===== src/design/nbalu_pkg.sv =====
// nibble alu flag logic: shared constants and operation codes
// assumes one core clock and a decoder that issues one op per strobe
package nbalu_pkg;
  localparam int NBALU_W = 4;
  // status word nibble addresses in system register space
  localparam logic [6:0] NBALU_PSW_HI_ADDR = 7'h7E;
  localparam logic [6:0] NBALU_PSW_LO_ADDR = 7'h7F;
  // flag positions inside the 4-bit flag vector
  localparam int NBALU_F_ZERO   = 0;
  localparam int NBALU_F_CARRY  = 1;
  localparam int NBALU_F_INHIB  = 2;
  localparam int NBALU_F_DEC    = 3;
  localparam logic [3:0] NBALU_FLAGS_RST = 4'h0;
  localparam logic [3:0] NBALU_ZERO_NIB  = 4'h0;
  localparam logic [4:0] NBALU_DEC_SIX   = 5'h06;
  localparam logic [4:0] NBALU_DEC_TEN   = 5'h0A;
  // decimal sums from here on must store a value of 1010B or more
  localparam logic [4:0] NBALU_DEC_HIGH_SUM = 5'h14;
  localparam logic [3:0] NBALU_DEC_OVER     = 4'hA;

  typedef enum logic [3:0] {
    NBALU_OP_ADD  = 4'h0,
    NBALU_OP_ADDC = 4'h1,
    NBALU_OP_SUB  = 4'h2,
    NBALU_OP_SUBC = 4'h3,
    NBALU_OP_OR   = 4'h4,
    NBALU_OP_AND  = 4'h5,
    NBALU_OP_XOR  = 4'h6,
    NBALU_OP_SKT  = 4'h7,
    NBALU_OP_SKF  = 4'h8,
    NBALU_OP_SKE  = 4'h9,
    NBALU_OP_SKNE = 4'hA,
    NBALU_OP_SKGE = 4'hB,
    NBALU_OP_SKLT = 4'hC,
    NBALU_OP_ROT  = 4'hD
  } nbalu_op_t;

  typedef enum logic [1:0] {
    NBALU_ST_IDLE = 2'b01,
    NBALU_ST_EXEC = 2'b10
  } nbalu_state_t;
endpackage


===== src/design/nbalu_top.sv =====
// nibble alu: temp operands, arithmetic, logic, tests, rotate, flags
// assumes decoder holds op and destination stable with the strobe
`timescale 1ns/1ps
module nbalu_top
  import nbalu_pkg::*;
#(
  // operand width; the flag logic is built around one nibble
  parameter int WIDTH = NBALU_W
) (
  // clock, reset, enable
  input  wire logic       I_CLOCK,
  input  wire logic       I_RST_N,
  input  wire logic       I_CE,
  // instruction request
  input  wire logic       I_START,
  input  wire logic [3:0] I_OP,
  input  wire logic [3:0] I_OPND_A,
  input  wire logic [3:0] I_OPND_B,
  // status word software access, one nibble per address
  input  wire logic       I_PSW_WE,
  input  wire logic [6:0] I_PSW_ADDR,
  input  wire logic [3:0] I_PSW_WDATA,
  // result
  output logic            O_DONE,
  output logic [3:0]      O_RESULT,
  output logic            O_STORE,
  output logic            O_SKIP,
  output logic            O_BUSY,
  // flags and status word view
  output logic [3:0]      O_FLAGS,
  output logic [3:0]      O_PSW_RDATA
);
  // one-hot control state
  nbalu_state_t state_reg;
  nbalu_state_t state_next;
  logic [3:0]   tmp_a_reg;
  logic [3:0]   tmp_b_reg;
  nbalu_op_t    op_reg;
  logic [3:0]   flags_reg;
  logic [3:0]   flags_next;
  logic [3:0]   result_reg;
  logic         done_reg;
  logic         store_reg;
  logic         skip_reg;

  // ports and flag layout are fixed at one nibble
  if (WIDTH != NBALU_W) begin : g_width_check
    $error("nbalu_top serves a width of 4 only");
  end

  // zero test shared by the SKF, SKE and SKNE skips and the zero flag
  function automatic logic nib_is_zero(input logic [3:0] v);
    return v == NBALU_ZERO_NIB;
  endfunction

  // both status nibbles map onto the same four flags
  function automatic logic psw_addr_hit(input logic [6:0] addr);
    return (addr == NBALU_PSW_HI_ADDR) || (addr == NBALU_PSW_LO_ADDR);
  endfunction

  // named views of the shared flag register
  wire zero_f  = flags_reg[NBALU_F_ZERO];
  wire carry_f = flags_reg[NBALU_F_CARRY];
  wire inhib_f = flags_reg[NBALU_F_INHIB];
  wire dec_f   = flags_reg[NBALU_F_DEC];

  // state decodes shared by flag, operand and pulse logic
  wire in_exec  = state_reg == NBALU_ST_EXEC;
  wire take     = (state_reg == NBALU_ST_IDLE) && I_START;

  // op class decodes
  wire is_add   = (op_reg == NBALU_OP_ADD) || (op_reg == NBALU_OP_ADDC);
  wire is_sub   = (op_reg == NBALU_OP_SUB) || (op_reg == NBALU_OP_SUBC);
  wire is_arith = is_add || is_sub;
  wire use_cin  = (op_reg == NBALU_OP_ADDC) || (op_reg == NBALU_OP_SUBC);
  wire cin      = use_cin & carry_f;
  wire is_cmp   = (op_reg == NBALU_OP_SKE) || (op_reg == NBALU_OP_SKNE) ||
                  (op_reg == NBALU_OP_SKGE) || (op_reg == NBALU_OP_SKLT);
  wire is_bit   = (op_reg == NBALU_OP_SKT) || (op_reg == NBALU_OP_SKF);
  // software access decode
  wire psw_hit  = I_PSW_WE && psw_addr_hit(I_PSW_ADDR);

  // binary sum/difference with carry/borrow as bit 4
  wire [4:0] bin_sum  = {1'b0, tmp_a_reg} + {1'b0, tmp_b_reg} + {4'h0, cin};
  wire [4:0] bin_diff = {1'b0, tmp_a_reg} - {1'b0, tmp_b_reg} - {4'h0, cin};

  // decimal correction adds six to sums of ten or more and subtracts six on a borrow
  wire       add_fix  = bin_sum >= NBALU_DEC_TEN;
  wire [4:0] add_adj  = bin_sum + NBALU_DEC_SIX;
  wire       sub_fix  = bin_diff[4];
  wire [4:0] sub_adj  = bin_diff - NBALU_DEC_SIX;
  // high sums wrap past the adjust; forcing 1010B keeps them out of digit range
  wire       add_high = bin_sum >= NBALU_DEC_HIGH_SUM;
  wire [3:0] add_low  = add_fix ? add_adj[3:0] : bin_sum[3:0];
  wire [3:0] dec_add  = add_high ? (add_adj[3:0] | NBALU_DEC_OVER) : add_low;
  wire [3:0] dec_sub  = sub_fix ? sub_adj[3:0] : bin_diff[3:0];
  wire [3:0] ar_res   = dec_f ? (is_add ? dec_add : dec_sub)
                              : (is_add ? bin_sum[3:0] : bin_diff[3:0]);
  wire       ar_cy    = is_add ? (dec_f ? add_fix : bin_sum[4]) : bin_diff[4];
  // compares ignore carry and never touch the flags
  wire [3:0] cmp_diff = tmp_a_reg - tmp_b_reg;
  wire       cmp_brw  = tmp_a_reg < tmp_b_reg;

  // result, store and skip per op; unused codes store nothing
  logic [3:0] res_c;
  logic       store_c;
  logic       skip_c;
  always_comb begin
    res_c   = NBALU_ZERO_NIB;
    store_c = 1'b0;
    skip_c  = 1'b0;
    case (op_reg)
      NBALU_OP_ADD, NBALU_OP_ADDC, NBALU_OP_SUB, NBALU_OP_SUBC: begin
        res_c   = ar_res;
        store_c = ~inhib_f;
      end
      NBALU_OP_OR: begin
        res_c   = tmp_a_reg | tmp_b_reg;
        store_c = 1'b1;
      end
      NBALU_OP_AND: begin
        res_c   = tmp_a_reg & tmp_b_reg;
        store_c = 1'b1;
      end
      NBALU_OP_XOR: begin
        res_c   = tmp_a_reg ^ tmp_b_reg;
        store_c = 1'b1;
      end
      NBALU_OP_SKT:  skip_c = (tmp_a_reg & tmp_b_reg) == tmp_b_reg;
      NBALU_OP_SKF:  skip_c = nib_is_zero(tmp_a_reg & tmp_b_reg);
      NBALU_OP_SKE:  skip_c = nib_is_zero(cmp_diff);
      NBALU_OP_SKNE: skip_c = !nib_is_zero(cmp_diff);
      NBALU_OP_SKGE: skip_c = ~cmp_brw;
      NBALU_OP_SKLT: skip_c = cmp_brw;
      NBALU_OP_ROT: begin
        res_c   = {carry_f, tmp_a_reg[3:1]};
        store_c = 1'b1;
      end
      default: ;
    endcase
  end

  // flag update; software write to the status word wins over a same-cycle op
  always_comb begin
    flags_next = flags_reg;
    if (in_exec) begin
      if (is_arith) begin
        flags_next[NBALU_F_CARRY] = ar_cy;
        // inhibited zero result keeps the old zero so chained compares accumulate
        if (!nib_is_zero(ar_res))
          flags_next[NBALU_F_ZERO] = 1'b0;
        else
          flags_next[NBALU_F_ZERO] = zero_f | ~inhib_f;
      end else if (op_reg == NBALU_OP_ROT) begin
        flags_next[NBALU_F_CARRY] = tmp_a_reg[0];
      end else if (is_bit) begin
        flags_next[NBALU_F_INHIB] = 1'b0;
      end
      // logic and compare ops fall through holding all flags
    end
    // a flag written by software is never lost to an op in the same cycle
    if (psw_hit)
      flags_next = I_PSW_WDATA;
  end

  // one exec cycle per op; no op needs more
  always_comb begin
    state_next = state_reg;
    case (state_reg)
      NBALU_ST_IDLE: if (I_START) state_next = NBALU_ST_EXEC;
      NBALU_ST_EXEC: state_next = NBALU_ST_IDLE;
      default:       state_next = NBALU_ST_IDLE;
    endcase
  end

  always_ff @(posedge I_CLOCK or negedge I_RST_N) begin
    if (!I_RST_N) begin
      state_reg <= NBALU_ST_IDLE;
      flags_reg <= NBALU_FLAGS_RST;
      tmp_a_reg <= NBALU_ZERO_NIB;
      tmp_b_reg <= NBALU_ZERO_NIB;
      op_reg    <= NBALU_OP_ADD;
    end else if (I_CE) begin
      state_reg <= state_next;
      flags_reg <= flags_next;
      // operands caught on the take; the decoder may move them after
      if (take) begin
        tmp_a_reg <= I_OPND_A;
        tmp_b_reg <= I_OPND_B;
        // unused op codes decode to no action and hold every flag
        op_reg    <= nbalu_op_t'(I_OP);
      end
    end
  end

  always_ff @(posedge I_CLOCK or negedge I_RST_N) begin
    if (!I_RST_N) begin
      result_reg <= NBALU_ZERO_NIB;
      done_reg   <= 1'b0;
      store_reg  <= 1'b0;
      skip_reg   <= 1'b0;
    end else if (I_CE) begin
      // pulses drop every idle cycle so the decoder sees each once
      done_reg  <= in_exec;
      store_reg <= in_exec & store_c;
      skip_reg  <= in_exec & skip_c;
      if (in_exec)
        result_reg <= res_c;
    end
  end

  assign O_DONE      = done_reg;
  assign O_RESULT    = result_reg;
  assign O_STORE     = store_reg;
  assign O_SKIP      = skip_reg;
  // busy straight from state so a request during exec is refused at once
  assign O_BUSY      = state_reg != NBALU_ST_IDLE;
  // both status nibbles read the one flag register
  assign O_FLAGS     = flags_reg;
  assign O_PSW_RDATA = flags_reg;
endmodule


===== config.mk =====
export PLATFORM = sky130hd
export DESIGN_NAME = nbalu_top
export DESIGN_NICKNAME = d
export VERILOG_FILES = /design/src/design/nbalu_pkg.sv /design/src/design/nbalu_top.sv
export SDC_FILE = /design/constraint.sdc
export NUM_CORES = 1
export LEC_CHECK = 0
export BUFFER_PORTS_ARGS = -buffer_cell sky130_fd_sc_hd__buf_2
export CORE_ASPECT_RATIO = 0.9
export CORE_MARGIN = 1.5
export CORE_UTILIZATION = 60
export CTS_CLUSTER_SIZE = 40
export DETAILED_ROUTE_END_ITERATION = 8
export GPL_TIMING_DRIVEN = 1
export PLACE_DENSITY = 0.86
export SLEW_MARGIN = 30
export SYNTH_ARGS = -nofsm -noshare
export SYNTH_HDL_FRONTEND = slang
export SYNTH_SLANG_ARGS = --single-unit

===== constraint.sdc =====
create_clock -name I_CLOCK -period 6.9 [get_ports I_CLOCK]
set_clock_uncertainty 0.2 [all_clocks]
set_input_delay 0.345 -clock I_CLOCK [delete_from_list [all_inputs] [get_ports I_CLOCK]]
set_output_delay 0.345 -clock I_CLOCK [all_outputs]
set_load 0.01 [all_outputs]

* Yosys cells after proc, flatten, opt, wreduce, memory -nomap -nowiden
Index checks and enable logic that the tools add are counted.
Cells by class: add/sub/neg operators 7, magnitude comparators 3, equal/unequal tests 22, multiplexer cells 22, bitwise gates (word level) 9, reductions and logical operators 26
Operators by type and width (number):
- 4-bit equality test, second input constant | 6
- 4-bit 2-to-1 mux | 6
- 4-bit case mux with 5 select lines | 1
- 4-bit by 3-bit equality test with 1-bit output, second input constant | 4
- 4-bit logical NOT | 4
- 7-bit equality test, second input constant | 2
- 1-bit 2-to-1 mux | 9
- 4-bit by 2-bit equality test with 1-bit output, second input constant | 2
- 2-bit AND reduction | 4
- 4-bit OR reduction | 2
- 1-bit logical OR | 6
- 3-bit 2-to-1 mux | 2
- 1-bit case mux with 6 select lines | 1
- 3-bit AND reduction | 2
- 2-bit nonzero test | 3
- 4-bit by 4-bit adder with 5-bit output | 1
- 5-bit by 1-bit adder with 5-bit output | 1
- 5-bit by 4-bit greater-or-equal comparator with 1-bit output, second input constant | 1
- 5-bit greater-or-equal comparator, second input constant | 1
- 5-bit AND reduction | 1
- 4-bit by 4-bit subtractor with 5-bit output | 1
- 5-bit by 1-bit subtractor with 5-bit output | 1
- 4-bit by 3-bit adder with 4-bit output, second input constant | 1
- 4-bit bitwise AND | 1
- other kinds (19) | 26
Word-level totals: register bits 25, logic and storage cells 101

* Longest topological paths before layout
Gate-level depths: netlist of run 1.
depth in word-level cells 14, gate-level depth with buffers 17, mapped depth without buffers 15

* Least setup slack after synthesis of run 1
No wires, ideal clock.
path kind reg-to-reg, start register op_reg[2], end register flags_reg[0] (netlist: O_FLAGS[0]), arrival time 3245 ps, slack 3361 ps, cell stages (with the launch flop) 17, path buffers 3, cell sequence dfrtp_1 clkbuf_1 clkbuf_1 nor2_1 nand3_1 inv_1 fa_1 inv_1 fa_1 buf_1 o2bb2ai_1 a222oi_1 and2_1 o21ba_1 o21ai_1 o31a_1 a221oi_2
On the way: cells in the longest elaborated chain, start to end 14
RTL lines:
- start: declaration | line nbalu_top.sv:38 | nbalu_op_t op_reg;
- start signal: assignment | line nbalu_top.sv:191 | op_reg <= nbalu_op_t'(I_OP);
- 4-bit by 1-bit equality test with 1-bit output or 4-bit by 2-bit equality test with 1-bit output (tied branches) | line nbalu_top.sv:72, nbalu_top.sv:75, nbalu_top.sv:73
- 1-bit logical OR | line nbalu_top.sv:75 | wire use_cin = (op_reg == NBALU_OP_ADDC) || (op_reg == NBALU_OP_SUBC);
- 1-bit bitwise AND | line nbalu_top.sv:76 | wire cin = use_cin & carry_f;
- 5-bit by 1-bit adder with 5-bit output | line nbalu_top.sv:84 | wire [4:0] bin_sum = {1'b0, tmp_a_reg} + {1'b0, tmp_b_reg} + {4'h0, cin};
- 4-bit by 3-bit adder with 4-bit output or 5-bit by 4-bit greater-or-equal comparator with 1-bit output (tied branches) | line nbalu_top.sv:89, nbalu_top.sv:88
- 4-bit 2-to-1 mux | line nbalu_top.sv:94 | wire [3:0] add_low = add_fix ? add_adj[3:0] : bin_sum[3:0];
- 4-bit 2-to-1 mux | line nbalu_top.sv:95 | wire [3:0] dec_add = add_high ? (add_adj[3:0] | NBALU_DEC_OVER) : add_low;
- 4-bit 2-to-1 mux (2 in a row) | line nbalu_top.sv:97 | wire [3:0] ar_res = dec_f ? (is_add ? dec_add : dec_sub)
- 4-bit logical NOT | line nbalu_top.sv:53 | return v == NBALU_ZERO_NIB;
- 1-bit 2-to-1 mux | line nbalu_top.sv:150 | if (!nib_is_zero(ar_res))
- 1-bit 2-to-1 mux | line nbalu_top.sv:147 | if (is_arith) begin
- 3-bit 2-to-1 mux | line nbalu_top.sv:146 | if (in_exec) begin
- 3-bit 2-to-1 mux | line nbalu_top.sv:162 | if (psw_hit)
- end signal: assignment | line nbalu_top.sv:185 | flags_reg <= flags_next;
- end: declaration | line nbalu_top.sv:39 | logic [3:0] flags_reg;
Several ways; a longest one is shown, not always the timed one. The select of a mux whose other input is x is not followed. A chain may end at the register's enable or synchronous reset.

* Final worst setup path of run 1
start register op_reg[3], end register flags_reg[0] (netlist: O_FLAGS[0])
The elaborated chain is that of the path after synthesis.

==> impl_metrics.ini, run 1 <==
[outcome]
outcome = finished, final reports clean

[critical_path]
reg2reg_depth = 15
crit_fanout = 18
crit_type = reg -> reg
critPathLaunchType = flop
cp.arrival_ns = 3.78
reg2reg_slack_ns = 3.11
path_cells = nor2_1 -> nand3_1 -> inv_1 -> fa_1 -> inv_1 -> fa_1 -> xor2_2 -> inv_2 -> ha_1 -> nand2b_1 -> a31oi_1 -> a311oi_1 -> a211oi_1 -> o31a_1 -> a221oi_2
timing.rr.end = O_FLAGS[0]$_DFFE_PN0P_
crit_required_ns = 6.89
worstReg2RegStart = op_reg[3]$_DFFE_PN0P_
max_stage_delay_ns = 0.73
endpoint_kind = flop
critPathSlowestCell = dfrtp_1

[logic_synthesis]
synthCells = 254
ys_seq_area_frac = 0.277
syn_avg_cell_area_um2 = 8.91
synth_flop_cell = dfrtp_1
async_flop_share = 1.00
synth_cell_types = 64
synth-seq-cells = 25
synth-edff-count = 0
netlist_area_um2 = 2260
synth_fp_nets = 307
yosys_warnings = 0

[power]
p_comb_frac = 0.688
clock_power_share = 0.077
p_seq_frac = 0.235
internal_power_uw = 566
switchingPower_uw = 560
ir_worst_vdd_mv = 0.229
p_leak_nw = 1.17
swShare = 0.497
powerDensity_nw_per_um2 = 452

[min_path]
hp-class = in -> reg
min_to = O_FLAGS[3]$_DFFE_PN0P_
min_from = I_PSW_WDATA[3]
min_path_cells = 3

[floorplan]
die_area_um2 = 4150
die_h_um = 61.3
io_pins = 44
core_um2 = 3500
initial_utilization = 0.646
die_w_um = 67.7
rows = 20

[sta]
rsz0062_at_grt = no
hold_ws_ns = 0.0684
finalCritPeriodShare = 0.549
final_max_slew_viol_count = 0
slew_headroom = 0.571
tightestPinTransition_ns = 0.642
fmax_ghz = 0.264
setup_viol_count_final = 0
fin_ws_ns = 3.11
period_needed_ns = 3.79
setup_tns_ns = 0
hold_viol_final = 0

[clock_tree]
cts_setup_buffers = 0
cts_resized = 0
cts_root_buf = clkbuf_8
clock_sinks = 25
h-tree-depth = 1
cts.reportedPaths.clkPinSlew_ns = 0.09
cts_tree = built
clockBufferDepth = 2
cts_hold_buffers = 1
clkLatencyLatePin_ns = 0.27
cts_buffers = 3

[grt]
grt_pass1_wl_um = 8090
grt_pass1_vias = 1785
grt.total_usage = 0.259
grt_overflow = 0
grt_antenna_before_repair = 0
grt_max_degree = 26

[drt]
top_layer = met4
via_count = 2020
drc = 0
wl_met3_um = 386
drt_first_pass_iters = 4
wl_met2_um = 2320
wl_um = 4890
drtIter0Drc = 169
wl_per_cell_um = 14.9
met1_length_um = 2080
antenna_left = 0
vias_per_cell = 6.16

[placement]
hpwl_um = 3790
placed_area_um2 = 2430
pre_cts_ws_ns = 3.18
dp_cells = 323
gp_congestion = 0.973
numPortBuffers = 42

[finish]
synthToLayoutAreaGrowth_pct = 9.95
antenna_cells = 0
final_cell_mix = buf_2 (42), dfrtp_1 (24), inv_1 (24), ha_1 (20), nand2_1 (19)
layout_commonest_cell = buf_2
design_area_um2 = 2490
stdcell_count = 328
final_nets = 338
drive_gt1_frac = 0.246

[run]
maxCapViolations = 0
## worst max-delay path: cells and delay by family, from the launching register on
kind                     cells  cell delay (ns)
flip-flops                   1             0.73
XOR/XNOR                     1             0.26
adder cells (fa/ha/maj)      3             0.91
AO/OA/AOI/OAI                5             0.92
AND/OR/NAND/NOR              3             0.45
buffers and inverters        3             0.24
## worst max-delay path by stage
stage	from	endpoint	slack (ns)	depth (start not counted)
global placement	op_reg[3]$_DFFE_PN0P_	O_FLAGS[0]$_DFFE_PN0P_	3.27	13
CTS	op_reg[3]$_DFFE_PN0P_	O_FLAGS[0]$_DFFE_PN0P_	3.16	15
finish	op_reg[3]$_DFFE_PN0P_	O_FLAGS[0]$_DFFE_PN0P_	3.11	15
floorplan	op_reg[2]$_DFFE_PN0P_	O_FLAGS[0]$_DFFE_PN0P_	3.36	16
detailed placement	op_reg[3]$_DFFE_PN0P_	O_FLAGS[0]$_DFFE_PN0P_	3.18	15
global route	op_reg[3]$_DFFE_PN0P_	O_FLAGS[0]$_DFFE_PN0P_	2.79	15
## synth_stat cells (3+ instances only)
master / n / area (um^2)
a31oi_1: 6 / 37.5
o21ai_1: 5 / 25.0
o21ai_0: 11 / 55.1
inv_1: 24 / 90.1
a21oi_1: 14 / 70.1
ha_1: 20 / 250
fa_1: 5 / 100
a22oi_1: 3 / 22.5
nor3_1: 9 / 45.0
buf_1: 3 / 11.3
nand2b_1: 5 / 31.3
clkbuf_1: 7 / 26.3
nand2_1: 19 / 71.3
dfrtp_1: 24 / 601
mux2_2: 13 / 146
o22ai_1: 4 / 25.0
xnor2_1: 4 / 35.0
nor2_1: 13 / 48.8
buf_4: 4 / 30.0
o21bai_1: 3 / 22.5
nand3_1: 4 / 20.0
## kinds of logic after synthesis
group           share of synthesized area
compound gates                      0.234
xor+xnor                           0.0304
fa+ha+maj                           0.155
buf+inv                            0.0835
flops                               0.277
mux                                0.0691
simple gates                        0.151
## metrics by stage
stage,power (mW),util
after floorplan,0.881,-
after global placement,0.997,0.695
after detailed placement,1.03,0.695
after CTS,1.12,0.710
after global routing,1.23,0.710
final,1.13,0.710
## cell type report
| cell class | count | area, um^2 |
|---|---|---|
| timing repair buffer | 43 | 220 |
| clock buffer | 4 | 45.0 |
| sequential | 25 | 627 |
| multi-input combinational | 187 | 1450 |
| fill | 291 | 1010 |
| inverter | 25 | 93.8 |
| tap | 44 | 55.1 |
## power by group through the flow
stage	Sequential (mW)	Clock, mW	Combinational, mW
floorplan	0.234	0	0.647
global placement	0.262	0	0.734
detailed placement	0.266	0	0.764
CTS	0.263	0.0882	0.769
global route	0.274	0.0935	0.861
finish	0.264	0.0870	0.775
## metal layers
metal / global-route usage / vias to the layer above
met4: 0.0758 / 0
met3: 0.0567 / 12
met2: 0.429 / 104
met5: 0 / -
li1: - / 965
met1: 0.345 / 939
Power figures use the tool's default switching activity.
==> run 2, diff against run 1 <==
- ABC_AREA: default -> 1
- CORE_UTILIZATION: 60 -> 50
- PLACE_DENSITY: 0.86 -> 0.76
- clock period: 6.9 -> 3.4 ns (I/O delays scaled with it)
==> run 2 against run 1 <==
Compared with the run above:
- first-iteration DRC count down 25%
- final cell count up 30%
- critical path depth up 8
- non-clock buffer count up 18
- combinational power up 83%
- clock-buffer cell count down 1
- cell area up 9.4%
- hold slack worse by 0.031 ns
- largest cell class unchanged
- highest routed layer unchanged
==> impl_metrics.ini, run 2 <==
[drt]
via_count = 2159
vias_per_cell = 5.07
drtIter0Drc = 127
drt_first_pass_iters = 5
antenna_left = 0
wl_um = 5210
wl_per_cell_um = 12.2
drc = 0

[logic_synthesis]
synthSimpleGateAreaFrac = 0.309
yosysMostFrequentCell = nand2_1
synth_top_family_by_area = simple AND/OR/NAND/NOR gates
synthCells = 309
synth_flop_cell = dfrtp_1
synth_fa_ha_area_frac = 0.157
synth_compound_area_frac = 0.146
synth_top_cells_by_area = dfrtp_1 (27%), nand2_1 (12%), ha_1 (11%)
yosys_warnings = 0
synth.top_cell.area_share = 0.269
yosys.area_share.xor_xnor = 0.0118
syn_avg_cell_area_um2 = 7.23
synth_fp_nets = 362
ys_top_cells_by_count = nand2_1 (72), inv_1 (41), nor2_1 (35)
synth_cell_types = 38
async_flop_share = 1.00
synth_largest_area_cell = dfrtp_1
netlist_area_um2 = 2230
synth-seq-cells = 25
synth-edff-count = 0
ys_seq_area_frac = 0.281
synth_mux_area_frac = 0

[floorplan]
die_h_um = 66.4
initial_utilization = 0.534
rows = 22
io_pins = 44
core_um2 = 4180
die_w_um = 73.5
die_area_um2 = 4880

[sta]
final_max_slew_viol_count = 0
setup_tns_ns = 0
fmax_ghz = 0.318
period_needed_ns = 3.15
slew_headroom = 0.447
hold_ws_ns = 0.0373
setup_viol_count_final = 0
finalCritPeriodShare = 0.925
hold_viol_final = 0
tightestPinTransition_ns = 0.827

[finish]
drive_gt1_frac = 0.202
stdcell_count = 426
antenna_cells = 0
final_nets = 420
synthToLayoutAreaGrowth_pct = 21.8
layout_commonest_cell = nand2_1
final_cell_mix = nand2_1 (72), buf_2 (42), inv_1 (41), nor2_1 (35), dfrtp_1 (24)
design_area_um2 = 2720

[power]
powerDensity_nw_per_um2 = 756
ir_worst_vdd_mv = 0.447
p_leak_nw = 1.47

[critical_path]
cp.arrival_ns = 3.11
worstReg2RegStart = op_reg[3]$_DFFE_PN0P_
crit_required_ns = 3.37
crit_fanout = 4
critPathLaunchType = flop
endpoint_kind = flop
crit_type = reg -> reg
crit_start = op_reg[3]$_DFFE_PN0P_

[clock_tree]
cts_root_buf = clkbuf_8
cts.reportedPaths.clkPinSlew_ns = 0.09
clkLatencyLatePin_ns = 0.27
clockBufferDepth = 2
cts_tree = built
h-tree-depth = 1
clock_sinks = 25
cts_buffers = 3

[min_path]
min_from = I_PSW_WDATA[1]
hp-class = in -> reg

[placement]
dp_cells = 405
hpwl_um = 4030
placed_area_um2 = 2480
numPortBuffers = 42
gp_congestion = 0.979

[grt]
grt.total_usage = 0.227
grt_pass1_wl_um = 8570
grt_max_degree = 27
grt_overflow = 0
grt_antenna_before_repair = 0
grt_pass1_vias = 1970

[run]
maxCapViolations = 0

[outcome]
outcome = finished, final reports clean
run 2: routing by layer:
| metal | up-vias | share of wire | GRT usage | wire length, um |
|---|---|---|---|---|
| met5 | - | 0 | 0 | 0 |
| met4 | 0 | 0.0040 | 0.0324 | 21 |
| met3 | 4 | 0.052 | 0.0412 | 269 |
| met2 | 74 | 0.46 | 0.385 | 2410 |
| met1 | 971 | 0.48 | 0.306 | 2500 |
| li1 | 1110 | - | - | - |
run 2: where the power goes:
group          switching, mW  leakage (nW)  internal, mW
registers             0.0825         0.299         0.376
logic                  0.883          1.15         0.539
clock network         0.0946        0.0255        0.0820
run 2: critical path, stage by stage (launching register included):
cell and delay [ns]:
dfrtp_1 0.44, nor2_4 0.14, inv_1 0.11, nor3_4 0.16
fa_2 0.24, inv_1 0.05, fa_1 0.41, nand2_2 0.11
nand2_4 0.07, ha_1 0.19, inv_1 0.05, nor2_1 0.03
nor2_1 0.14, nand4_1 0.11, nand2_1 0.07, nand3_1 0.07
nand2_1 0.06, nand2_1 0.04, nand2_1 0.07, nand2_1 0.05
nand2_1 0.05, nand2_1 0.04, nand2_1 0.07, nand2_1 0.05
run 2: kinds of logic (layout without fill, tap and decap cells):
| family | after synthesis | in the layout |
|---|---|---|
| AND/OR/NAND/NOR | 153 | 153 |
| AO/OA/AOI/OAI | 52 | 52 |
| adder cells (fa/ha/maj) | 25 | 25 |
| XOR/XNOR | 3 | 3 |
| flip-flops | 25 | 25 |
| buffers and inverters | 51 | 108 |
run 2: worst paths after layout:
| check | endpoint | slack [ns] | depth (start not counted) |
|---|---|---|---|
| worst max-delay path | O_RESULT[1]$_DFFE_PN0P_ | 0.25 | 23 |
| min in group asynchronous | O_FLAGS[3]$_DFFE_PN0P_ | 0.22 | 2 |
| worst min-delay path | O_FLAGS[1]$_DFFE_PN0P_ | 0.04 | 5 |
| worst max register to register | O_RESULT[1]$_DFFE_PN0P_ | 0.25 | 23 |
| worst min register to register | O_RESULT[1]$_DFFE_PN0P_ | 0.28 | 2 |
| max in group asynchronous | state_reg[0]$_DFFE_PN1P_ | 2.41 | 2 |
run 2: layout make-up:
class                           count  area [um^2]
Multi-Input combinational cell    233         1420
Tap cell                           60         75.1
Clock buffer                        3         41.3
Sequential cell                    25          627
Timing Repair Buffer               61          395
Fill cell                         391         1460
Inverter                           43          161
Clock inverter                      1         5.00
run 2: repair_timing:
item                       CTS  global route
hold endpoints to repair    41             0
setup buffers                0             0
gates resized for setup      0             5
setup endpoints to repair    0             4
hold buffers                17             0
run 2: through the flow:
step           total power [mW]   util  setup WS, ns
6_report                   2.06  0.650         0.254
5_1_grt                    2.26  0.650       -0.0240
3_3_place_gp               1.80  0.593         0.150
3_5_place_dp               1.83  0.593        0.0959
4_1_cts                    2.03  0.645        0.0755
2_1_floorplan              1.53      -         0.280
